===== config.mk =====
export PLATFORM = sky130hd
export DESIGN_NAME = eeprom_config_loader
export DESIGN_NICKNAME = d
export VERILOG_FILES = /design/src/design/eeprom_loader_pkg.sv /design/src/design/eeprom_word_reader.sv /design/src/design/eeprom_config_loader.sv
export SDC_FILE = /design/constraint.sdc
export NUM_CORES = 1
export LEC_CHECK = 0
export BUFFER_PORTS_ARGS = -buffer_cell sky130_fd_sc_hd__buf_2
export CAP_MARGIN = 10
export CORE_UTILIZATION = 50
export DETAILED_ROUTE_END_ITERATION = 6
export PLACE_DENSITY = 0.83
export SYNTH_ARGS = -nofsm -noshare
export SYNTH_HDL_FRONTEND = slang
export SYNTH_HIERARCHICAL = 1
export SYNTH_SLANG_ARGS = --single-unit

===== constraint.sdc =====
create_clock -name clk_i -period 3.42 [get_ports clk_i]
set_input_delay 0.171 -clock clk_i [delete_from_list [all_inputs] [get_ports clk_i]]
set_output_delay 0.171 -clock clk_i [all_outputs]
set_load 0.01 [all_outputs]

===== src/design/eeprom_loader_pkg.sv =====
// Constants for the serial EEPROM configuration loader.
// Assumes a 10 MHz core clock and 16-bit word EEPROMs.
package eeprom_loader_pkg;
  localparam int unsigned CLK_HZ            = 10_000_000;
  localparam int unsigned SK_HZ             = 1_250_000;
  localparam int unsigned SK_HALF_CYC       = CLK_HZ / (2 * SK_HZ);
  localparam logic [3:0]  READ_OP           = 4'h0006;
  localparam int unsigned READ_OP_BITS      = 3;
  localparam int unsigned WORD_BITS         = 16;
  localparam int unsigned MAX_ADDR_BITS     = 10;
  localparam int unsigned MIN_ADDR_BITS     = 6;
  localparam int unsigned CTRL_OVERRUN_BIT  = 30;
  localparam int unsigned CTRL_RELOAD_BIT   = 29;
  localparam int unsigned CTRL_VALID_BIT    = 28;
  localparam int unsigned CTRL_PIN_LO       = 24;
  // Arbitrary signature values
  localparam logic [11:0] COMPAT_SIG        = 12'h0A5C;
  localparam logic [7:0]  ENH_SIG           = 8'h005A;
  localparam int unsigned COMPAT_ZONES      = 3;
  localparam int unsigned ENH_ZONES         = 5;
  localparam int unsigned MORE_BIT          = 15;
  localparam int unsigned OFFS_HI           = 14;
  localparam int unsigned OFFS_LO           = 8;
  typedef enum logic [1:0] {SEL_IDLE, SEL_RUN} dummy_t;
endpackage


===== src/design/eeprom_word_reader.sv =====
// Serial EEPROM word reader: read opcode, address, then 16 data bits.
// Assumes one-cycle request while idle; sk_en_i is the half-period tick.
`timescale 1ns/1ns
`default_nettype none
module eeprom_word_reader (
  // Clock and reset
  input  wire logic                                          clk_i,
  input  wire logic                                          rstn_i,
  input  wire logic                                          sk_en_i,
  // Request
  input  wire logic                                          start_i,
  input  wire logic [eeprom_loader_pkg::MAX_ADDR_BITS-1:0]  addr_i,
  input  wire logic [3:0]                                    abits_i,
  output logic                                               done_o,
  output logic [eeprom_loader_pkg::WORD_BITS-1:0]            data_o,
  output logic                                               dummy0_o,
  // Pins
  output logic                                               sk_o,
  output logic                                               cs_o,
  output logic                                               di_o,
  input  wire logic                                          do_sync_i
);
  import eeprom_loader_pkg::*;
  typedef enum {IDLE, SHIFT_OUT, SHIFT_IN, FINISH} rd_state_t;
  rd_state_t   state, next_state;
  logic [4:0]  cnt, next_cnt;
  logic [15:0] sh, next_sh;
  logic        sk, next_sk, cs, next_cs, di, next_di, dz, next_dz, dn, next_dn;
  logic [15:0] data, next_data;

  always_comb begin
    next_state = state;
    next_cnt   = cnt;
    next_sh    = sh;
    next_sk    = sk;
    next_cs    = cs;
    next_di    = di;
    next_dz    = dz;
    next_dn    = 1'b0;
    next_data  = data;
    unique case (state)
      IDLE: begin
        if (start_i) begin
          next_cs    = 1'b1;
          next_sh    = 16'(({READ_OP[2:0], 10'h0000} | 13'(addr_i << (MAX_ADDR_BITS - abits_i))) << 3);
          next_di    = next_sh[15];
          next_cnt   = 5'(READ_OP_BITS + abits_i);
          next_state = SHIFT_OUT;
        end
      end
      // Data to the memory changes on falling edges only, so it is stable at each rise
      SHIFT_OUT: if (sk_en_i) begin
        next_sk = ~sk;
        if (sk) begin
          if (cnt == 5'h0001) begin
            // Memory answers a zero once the whole address is in
            next_dz    = ~do_sync_i;
            next_di    = 1'b0;
            next_cnt   = 5'(WORD_BITS);
            next_state = SHIFT_IN;
          end else begin
            next_di  = sh[14];
            next_sh  = {sh[14:0], 1'b0};
            next_cnt = cnt - 5'h0001;
          end
        end
      end
      SHIFT_IN: if (sk_en_i) begin
        next_sk = ~sk;
        if (sk) begin
          next_data = {data[14:0], do_sync_i};
          next_cnt  = cnt - 5'h0001;
          if (cnt == 5'h0001) next_state = FINISH;
        end
      end
      FINISH: begin
        next_cs    = 1'b0;
        next_sk    = 1'b0;
        next_dn    = 1'b1;
        next_state = IDLE;
      end
      default: next_state = IDLE;
    endcase
  end

  always_ff @(posedge clk_i or negedge rstn_i) begin
    if (!rstn_i) begin
      state <= IDLE;
      cnt   <= '0;
      sh    <= '0;
      sk    <= 1'b0;
      cs    <= 1'b0;
      di    <= 1'b0;
      dz    <= 1'b0;
      dn    <= 1'b0;
      data  <= '0;
    end else begin
      state <= next_state;
      cnt   <= next_cnt;
      sh    <= next_sh;
      sk    <= next_sk;
      cs    <= next_cs;
      di    <= next_di;
      dz    <= next_dz;
      dn    <= next_dn;
      data  <= next_data;
    end
  end

  assign sk_o     = sk;
  assign cs_o     = cs;
  assign di_o     = di;
  assign done_o   = dn;
  assign data_o   = data;
  assign dummy0_o = dz;
endmodule
`default_nettype wire


===== src/design/eeprom_config_loader.sv =====
// Top of the serial EEPROM configuration loader.
// Assumes a bus-reset pulse on the core clock and a write port into local registers.
// How it works
// - After bus reset, read EEPROM and write configuration; stop on absence or end.
// - With no EEPROM attached, nothing is written and defaults stay.
// - Four pins: serial clock, select, data to memory, data from memory.
// - Each read shifts out opcode and address, then shifts in 16 bits.
// - Address width is detected from the dummy zero and used thereafter.
// - While loading, every bus access is answered with retry.
// - A read past the detected size stops loading and sets overrun bit 30.
// - Overrun does not reset; already written values remain.
// - After loading, control bits 27:24 drive and sample the pins directly.
// - Writing control bit 29 starts a reload from the EEPROM.
// - Image is zones of whole words; zone 0 is always the header.
// - Compatible mode has three data zones; enhanced mode has five.
// - Compatible header bits 15:4 must match signature; match sets valid bit 28.
// - Compatible header bits 2,1,0 flag zones one to three present.
// - Enhanced header bits 15:8 match signature; bits 4:0 flag zones one to five.
// - Present zones follow each other; absent zones take no words.
// - Zone words hold more flag bit 15, offset 14:8, value 7:0.
`timescale 1ns/1ns
`default_nettype none
module eeprom_config_loader (
  // Clock and reset
  input  wire logic        clk_i,
  input  wire logic        rstn_i,
  // Start and mode
  input  wire logic        bus_reset_i,
  input  wire logic        enhanced_i,
  // Bus retry
  input  wire logic        bus_access_i,
  output logic             bus_retry_o,
  // Software control bits
  input  wire logic        ctrl_reload_i,
  input  wire logic [3:0]  ctrl_pins_i,
  output logic [3:0]       ctrl_pins_o,
  output logic             valid_o,
  output logic             overrun_o,
  output logic             busy_o,
  // Configuration write port
  output logic             cfg_we_o,
  output logic [2:0]       cfg_zone_o,
  output logic [6:0]       cfg_offset_o,
  output logic [7:0]       cfg_data_o,
  // EEPROM pins
  output logic             ee_sk_o,
  output logic             ee_cs_o,
  output logic             ee_di_o,
  input  wire logic        ee_do_i
);
  import eeprom_loader_pkg::*;
  typedef enum {IDLE, PROBE, PROBE_WAIT, HEADER, READ, WAIT_WORD, DONE_ST} ld_state_t;
  ld_state_t state, next_state;
  logic [1:0]  do_sync;
  logic [3:0]  abits, next_abits;
  logic [9:0]  addr, next_addr;
  logic [4:0]  zones, next_zones;
  logic [2:0]  zone, next_zone;
  logic        valid, next_valid, ovr, next_ovr;
  logic        we, next_we;
  logic [6:0]  offs, next_offs;
  logic [7:0]  val, next_val;
  logic [2:0]  wz, next_wz;
  logic [5:0]  div, next_div;
  logic        sk_en, rd_start, rd_done, rd_dz;
  logic [15:0] rd_data;
  logic        sk, cs, di;
  logic        req_pend, next_req_pend;

  // Pin input synchroniser
  always_ff @(posedge clk_i or negedge rstn_i) begin
    if (!rstn_i) do_sync <= 2'b00;
    else         do_sync <= {do_sync[0], ee_do_i};
  end

  // Serial clock half-period tick
  always_comb next_div = (div == 6'(SK_HALF_CYC - 1)) ? 6'h0000 : div + 6'h0001;
  assign sk_en = (div == 6'(SK_HALF_CYC - 1));

  function automatic logic [4:0] header_zones(input logic enh, input logic [15:0] w);
    if (enh) return {w[4], w[3], w[2], w[1], w[0]};
    else     return {w[2], w[1], w[0], 2'b00};
  endfunction

  function automatic logic [2:0] first_zone(input logic [4:0] z, input logic [2:0] after);
    logic [2:0] r;
    r = 3'h0007;
    for (int i = 5; i >= 1; i--) if (z[5 - i] && 3'(i) > after) r = 3'(i);
    return r;
  endfunction

  function automatic logic header_ok(input logic enh, input logic [15:0] w);
    if (enh) return w[15:8] == ENH_SIG;
    else     return w[15:4] == COMPAT_SIG;
  endfunction

  // Next word would lie beyond the detected size
  function automatic logic past_end(input logic [9:0] a, input logic [3:0] n);
    return (11'(a) + 11'h0001) >= (11'h0001 << n);
  endfunction

  eeprom_word_reader u_reader (
    .clk_i     (clk_i),
    .rstn_i    (rstn_i),
    .sk_en_i   (sk_en),
    .start_i   (rd_start),
    .addr_i    (addr),
    .abits_i   (abits),
    .done_o    (rd_done),
    .data_o    (rd_data),
    .dummy0_o  (rd_dz),
    .sk_o      (sk),
    .cs_o      (cs),
    .di_o      (di),
    .do_sync_i (do_sync[1])
  );

  assign rd_start = (state == PROBE) || (state == HEADER) || (state == READ);

  always_comb begin
    next_state    = state;
    next_abits    = abits;
    next_addr     = addr;
    next_zones    = zones;
    next_zone     = zone;
    next_valid    = valid;
    next_ovr      = ovr;
    next_we       = 1'b0;
    next_offs     = offs;
    next_val      = val;
    next_wz       = wz;
    next_req_pend = req_pend | bus_reset_i | ctrl_reload_i;
    unique case (state)
      IDLE, DONE_ST: begin
        if (req_pend) begin
          next_req_pend = bus_reset_i | ctrl_reload_i;
          next_valid    = 1'b0;
          next_ovr      = 1'b0;
          next_abits    = 4'(MIN_ADDR_BITS);
          next_addr     = '0;
          next_state    = PROBE;
        end
      end
      PROBE: next_state = PROBE_WAIT;
      PROBE_WAIT: if (rd_done) begin
        if (rd_dz) begin
          next_state = HEADER;
        end else if (abits == 4'(MAX_ADDR_BITS)) begin
          next_state = DONE_ST;
        end else begin
          next_abits = abits + 4'h0001;
          next_state = PROBE;
        end
      end
      HEADER: begin
        next_addr  = '0;
        next_zone  = 3'h0000;
        next_state = WAIT_WORD;
      end
      READ: next_state = WAIT_WORD;
      WAIT_WORD: if (rd_done) begin
        if (zone == 3'h0000) begin
          if (header_ok(enhanced_i, rd_data)) begin
            next_valid = 1'b1;
            next_zones = header_zones(enhanced_i, rd_data);
            next_zone  = first_zone(header_zones(enhanced_i, rd_data), 3'h0000);
          end else begin
            next_zone  = 3'h0007;
          end
        end else begin
          next_we   = 1'b1;
          next_wz   = zone;
          next_offs = rd_data[OFFS_HI:OFFS_LO];
          next_val  = rd_data[7:0];
          if (!rd_data[MORE_BIT]) next_zone = first_zone(zones, zone);
        end
        if (next_zone == 3'h0007) begin
          next_state = DONE_ST;
        end else if (past_end(addr, abits)) begin
          next_ovr   = 1'b1;
          next_state = DONE_ST;
        end else begin
          next_addr  = addr + 10'h0001;
          next_state = READ;
        end
      end
      default: next_state = IDLE;
    endcase
  end

  always_ff @(posedge clk_i or negedge rstn_i) begin
    if (!rstn_i) begin
      state    <= IDLE;
      div      <= '0;
      abits    <= 4'(MIN_ADDR_BITS);
      addr     <= '0;
      zones    <= '0;
      zone     <= '0;
      valid    <= 1'b0;
      ovr      <= 1'b0;
      we       <= 1'b0;
      offs     <= '0;
      val      <= '0;
      wz       <= '0;
      req_pend <= 1'b0;
    end else begin
      state    <= next_state;
      div      <= next_div;
      abits    <= next_abits;
      addr     <= next_addr;
      zones    <= next_zones;
      zone     <= next_zone;
      valid    <= next_valid;
      ovr      <= next_ovr;
      we       <= next_we;
      offs     <= next_offs;
      val      <= next_val;
      wz       <= next_wz;
      req_pend <= next_req_pend;
    end
  end

  logic loading;
  assign loading      = (state != IDLE) && (state != DONE_ST);
  assign busy_o       = loading;
  assign bus_retry_o  = loading & bus_access_i;
  assign valid_o      = valid;
  assign overrun_o    = ovr;
  assign cfg_we_o     = we;
  assign cfg_zone_o   = wz;
  assign cfg_offset_o = offs;
  assign cfg_data_o   = val;
  // Software bit-bang after load: bits are sk, cs, di, do
  assign ee_sk_o      = loading ? sk : ctrl_pins_i[0];
  assign ee_cs_o      = loading ? cs : ctrl_pins_i[1];
  assign ee_di_o      = loading ? di : ctrl_pins_i[2];
  assign ctrl_pins_o  = {do_sync[1], ee_di_o, ee_cs_o, ee_sk_o};
endmodule
`default_nettype wire


== After elaboration in Yosys (flattened, before gate mapping) ==
Index checks and enable logic that the tools add are counted.

* Add/sub/neg operators: 7
* $lt $le $gt $ge: 6
* Equal/unequal tests: 38
* Shifts and indexed selects: 2
* Muxes and demuxes: 91
* Bitwise logic cells: 7
* Reductions and logical operators: 39

{| class="wikitable"
|+ Operators by type and width
! kind !! count
|-
| $mux W32 || 10
|-
| $eq A32 B2 Y1 const B || 5
|-
| $pmux W32 S5 || 1
|-
| $eq A32 B3 Y1 const B || 4
|-
| $pmux W32 S3 || 1
|-
| $eq A32 B1 Y1 const B || 2
|-
| $logic_not A32 Y1 || 2
|-
| $mux W15 || 4
|-
| $mux W5 || 11
|-
| $mux W3 || 16
|-
| $mux W10 || 4
|-
| $eq A32 B4 Y1 const B || 1
|-
| $ne A32 B4 Y1 const B || 1
|-
| $reduce_bool A32 Y1 || 1
|-
| $shl A10 B32 Y11 || 1
|-
| $pmux W10 S3 || 1
|-
| $pmux W15 S2 || 1
|-
| $mux W1 || 25
|-
| $reduce_and A5 Y1 || 5
|-
| $ne A2 B2 Y1 const B || 12
|-
| $mux W4 || 4
|-
| $pmux W5 S3 || 1
|-
| $ne A2 B1 Y1 const B || 7
|-
| $eq A12 B12 Y1 const B || 1
|-
| other kinds (36) || 69
|}

* Flip-flop bits (word level): 157
* Input bits: 11
* Output and inout port bits: 30
* Logic and storage cells: 213

== Depth between registers and ports, before layout ==
* Depth after elaboration: 22
* Gate-level depth with buffers: 14
* Gate-level depth less buffers: 14

== Cells and area by module ==
Netlist, hierarchy kept.

{| class="wikitable"
|+ By module, submodules not included
! module !! instances !! cells an instance !! area an instance (um2) !! sequential area each (um2)
|-
| eeprom_config_loader || 1 || 333 || 3189.3 || 1353.8
|-
| eeprom_word_reader || 1 || 257 || 2539.9 || 1001.0
|}

== Least setup slack after synthesis ==
OpenSTA, ideal clock, no wires.

* Path type: reg2reg
* Start: register addr[0]
* End: register addr[0]
* Setup time: 125 ps
* Arrival time: 3319 ps
* Required time: 3295 ps
* Setup slack: -23 ps
* Stages on the path, launching flop included: 15
* Path buffers: 0
* Clock period less this slack: 3443 ps
* Cells stage by stage: dfrtp_1 -> ha_1 -> and3_1 -> and3_1 -> and3_1 -> nand2b_1 -> nand2_1 -> ha_1 -> and4_1 -> a2111oi_0 -> o21ai_0 -> o22ai_1 -> and4_1 -> o311ai_2 -> mux2_2

* Longest elaborated chain between the ends: 5
* Elaborated cells on any way between the ends: 9
* Those cells by class: 2 x add/sub; 1 x order compare; 1 x eq/ne; 4 x mux; 1 x reduce/logical

{| class="wikitable"
|+ Ends and longest elaborated chain
! what !! line !! text
|-
| start, declared || eeprom_config_loader.sv:56 || <nowiki>logic [9:0] addr, next_addr;</nowiki>
|-
| start signal, assigned || eeprom_config_loader.sv:210 || <nowiki>addr <= next_addr;</nowiki>
|-
| branches (longest 5 deep; another with $add A10 B1 Y11) || -- ||
|}

Several ways; the timed one is not identified. The select of a mux whose other input is x is not followed.
A chain may end at the register's enable or synchronous reset.

== Final worst setup path ==
Same ends and word-level chain as after synthesis.

==> summary.txt <==
Power
  • Leak: 3.01 nW
  • Switching share of power: 0.220
  • PD cells: 326 mW/mm²
  • Pint: between 0.0015 and 0.002 W
  • Flop pwr share: 0.530
  • Max VDD drop: roughly 0.36 mV
  • Clock share of power: 0.453
  • Comb pwr share: 0.017
  • Design Power: approximately 0.0021 W
  • Psw: between 0.0004 and 0.0005 W

STA
  • Slew headroom: 0.375
  • Slew Viols, Final: 0
  • WHS: approximately 0.023 ns
  • Final setup viols: 0
  • F_max: approximately 300 MHz
  • Slew @ Worst Pin: roughly 0.94 ns
  • Hold Violations, Final: 0
  • Setup TNS: 0 ns
  • Final min period: 3.30 ns
  • Final period utilization: 0.964
  • Clk_skew: 0.00739 ns

Placed design
  • HPWL Detailed: between 8000 and 9000 µm
  • Global placement routability congestion: between 0.9 and 1
  • Buffers on Ports: 39
  • Dpl cells: approximately 750

Floorplanning
  • Die Width: approximately 110 µm
  • Area of the die: 0.0119 mm²
  • Core ar.: 0.0110 mm²
  • Initial core utilization: 0.522
  • Die Ht: 109 µm
  • I/O pins: 41
  • Core Rows: 38

Critical path
  • Critical path peak fanout: 5
  • Crit path capture type: register
  • Worst setup SP type: register
  • Required @ worst endpoint: 3.65 ns
  • WS Path Type: reg2reg
  • Data arrival, critical path: between 3 and 4 ns

Detailed routing
  • DRT Wirelength: between 10000 and 15000 µm
  • Final ANT Viol Nets: 0
  • DR iter-0 viols: between 300 and 400
  • Mean routed wirelength per cell: ~17 µm
  • Post-route DRC: 0
  • Vias: 4744
  • Vias per cell: 6.13
  • Drt first pass iters: 5

Cells and area
  • Diode count: 0
  • Fin cells: around 770
  • Layout cells sized above 1: 0.224
  • Total Nets Final: between 600 and 700
  • Area growth from synthesis to layout: 12.6%
  • Final core occ: 0.587

Global route
  • Tot GR Track Use: 0.232
  • Antenna violations before repair: 0
  • Largest net degree at the start of global routing: just under 80
  • Grt total ovfl: 0
  • Vias in the first global route: between 4000 and 5000
  • Global-route wire length before repair: ~21000 µm

Synthesis
  • Netlist cell types: 71
  • Mapped Area: roughly 0.0057 mm²
  • Synth Area per Inst: 9.71 µm²
  • Ys async rst share: 1.00
  • Synth warnings: 6
  • Syn Inst Count: a little under 600
  • Main synth FF type: dfrtp_1
  • XOR/XNOR Fraction of Synth Area: 0.0168
  • Post-synthesis simple-gate area fraction: 0.177
  • Largest family of logic cells by synthesized area: compound AO/OA/AOI/OAI gates
  • Synth Register Bits: between 90 and 100
  • Compound-Gate Fraction of Synth Area: 0.179
  • Synth Area in Adders: 0.0611
  • Number of synthesized flops with an enable pin: 0
  • Syn_nets: around 630
  • Register area share after synthesis: 0.411
  • Mux contribution to synthesized area: 0.108

Clocking
  • Clock slew seen by the registers of the worst setup and hold paths: ~0.060 ns
  • Max clock buf depth: 2
  • Root buf cell: clkbuf_16
  • Max H-tree Level: 3
  • Total CTS buffers: 9
  • Clk_lat worst skew: around 0.35 ns
  • Sink Count: 94
  • TritonCTS clock tree: built

Status
  • Run status: completed

Run
  • Max-cap violations: 0

Min path
  • HP Class: in2reg
[through the flow]
| step | instance area (µm²) | setup slack [ns] |
|---|---|---|
| 6_report | 6450 | 0.124 |
| 5_1_grt | 6450 | -0.00800 |
| 4_1_cts | 6390 | 0.0212 |
| 3_5_place_dp | 6060 | -0.0609 |
| 3_3_place_gp | 6060 | 0.0491 |
| 2_1_floorplan | 5750 | 0.0545 |
[timing repair]
item | in CTS | in global routing
endpoints found under the setup margin | 5 | 11
hold buffers | 2 | 0
gates resized for setup | 4 | 9
pin swaps | 2 | 4
cloned | 1 | 0
endpoints found under the hold margin | 4 | 0
setup buffers | 0 | 1
[per-layer routing]
metal,share of wire,vias up,GRT usage
met5,0,-,0
met4,0.023,0,0.0956
met3,0.053,33,0.0472
met2,0.49,180,0.389
met1,0.44,2307,0.290
li1,-,2224,-
[placed cells by master, fill, tap and decap left out, drive strengths merged, types with 3 or more instances in the layout]
cell type  Yosys  final
and3           9      9
mux4           3      3
a21o           8      8
nand2         61     61
a22o           7      7
buf           22     55
a21oi         32     32
a211o          4      4
inv           26     28
o21ai         38     38
nand2b        17     17
o31ai          3      3
ha            28     28
mux2          44     44
o32ai          4      4
o221ai         4      4
xnor2          4      4
clkbuf         8     11
o22ai          4      4
o21a           3      3
and3b          3      3
nand4          4      4
xor2           7      7
mux2i          5      5
clkinvlp       0      3
a221oi         5      5
o211ai         5      5
a211oi         8      8
and2           4      4
nor2          41     41
nand3         19     19
o311ai         2      3
a31oi          4      4
nor2b          9      9
or2            4      4
dfrtp         92     92
nor3          14     14
[sequential cells by signal (all words and copies together), names as in the netlist, 2 cells and up]
register,count
abits,4
addr,10
cfg_data_o,8
cfg_offset_o,7
cfg_zone_o,3
div,6
do_sync,2
state,3
u_reader/cnt,5
u_reader/data_o,16
u_reader/sh,12
u_reader/state,2
zone,3
zones,4
[power groups by stage]
stage                     Clock (W)  Combinational (W)  Sequential (W)
final                      0.000953          0.0000361         0.00111
after global placement            0          0.0000348         0.00113
after detailed placement          0          0.0000359         0.00113
after floorplan                   0         0.00000745         0.00113
after global routing        0.00103          0.0000427         0.00111
after CTS                  0.000982          0.0000379         0.00111
[cell usage after synthesis (4+ instances only)]
| cell type | n | area (µm²) |
|---|---|---|
| inv_1 | 25 | 93.8 |
| o22ai_1 | 4 | 25.0 |
| nand3_1 | 19 | 95.1 |
| a22o_1 | 7 | 61.3 |
| nand2b_1 | 17 | 106 |
| buf_4 | 6 | 45.0 |
| xor2_1 | 7 | 61.3 |
| dfrtp_1 | 92 | 2300 |
| nand4_1 | 4 | 25.0 |
| nand2_1 | 61 | 229 |
| mux2_2 | 44 | 495 |
| clkbuf_1 | 8 | 30.0 |
| a211o_1 | 4 | 35.0 |
| nor2b_1 | 9 | 56.3 |
| a211oi_1 | 7 | 52.6 |
| o32ai_1 | 4 | 35.0 |
| and2_1 | 4 | 25.0 |
| nor2_1 | 41 | 154 |
| o211ai_1 | 5 | 37.5 |
| and3_1 | 8 | 50.1 |
| nor3_1 | 13 | 65.1 |
| xnor2_1 | 4 | 35.0 |
| a21oi_1 | 30 | 150 |
| mux2i_1 | 5 | 50.1 |
| a21o_1 | 8 | 60.1 |
| a221oi_1 | 5 | 43.8 |
| a31oi_1 | 4 | 25.0 |
| o221ai_1 | 4 | 35.0 |
| o21ai_0 | 33 | 165 |
| buf_2 | 14 | 70.1 |
| ha_1 | 28 | 350 |
[worst max-delay path, stage by stage, from the launching register on]
cell and delay (ns):
dfrtp_1 0.39, ha_2 0.19, and3_4 0.18, and3_4 0.18, and3_4 0.19, nand2b_1 0.15
nand2_1 0.11, ha_4 0.21, and4_4 0.20, a2111oi_4 0.33, o21ai_1 0.13, o22ai_2 0.20
and4_4 0.27, o311ai_4 0.15, mux2_4 0.30
[layout make-up]
class                           count  area [µm²]
Multi-Input combinational cell    440        3200
Inverter                           27         101
Clock buffer                       11         243
Clock inverter                      5        40.0
Sequential cell                    94        2350
Timing Repair Buffer               57         342
Fill cell                         880        4530
Tap cell                          140         175
[path summary, 6_finish.rpt]
check,from,endpoint,slack [ns],cells after the start
min in group asynchronous,rstn_i,cfg_zone_o[1],0.49,2
max reg2reg,addr[0],addr[0],0.12,14
max,addr[0],addr[0],0.12,14
min,bus_reset_i,req_pend,0.02,2
max in group asynchronous,rstn_i,addr[6],2.14,3
min reg2reg,do_sync[0],do_sync[1],0.36,0
[cell families after synthesis]
kind of cell,after synthesis
simple gates,199
fa+ha+maj,28
flops,94
compound gates,149
mux,52
buf+inv,57
xor+xnor,11
Note: power is estimated with default switching activity, not from simulation.
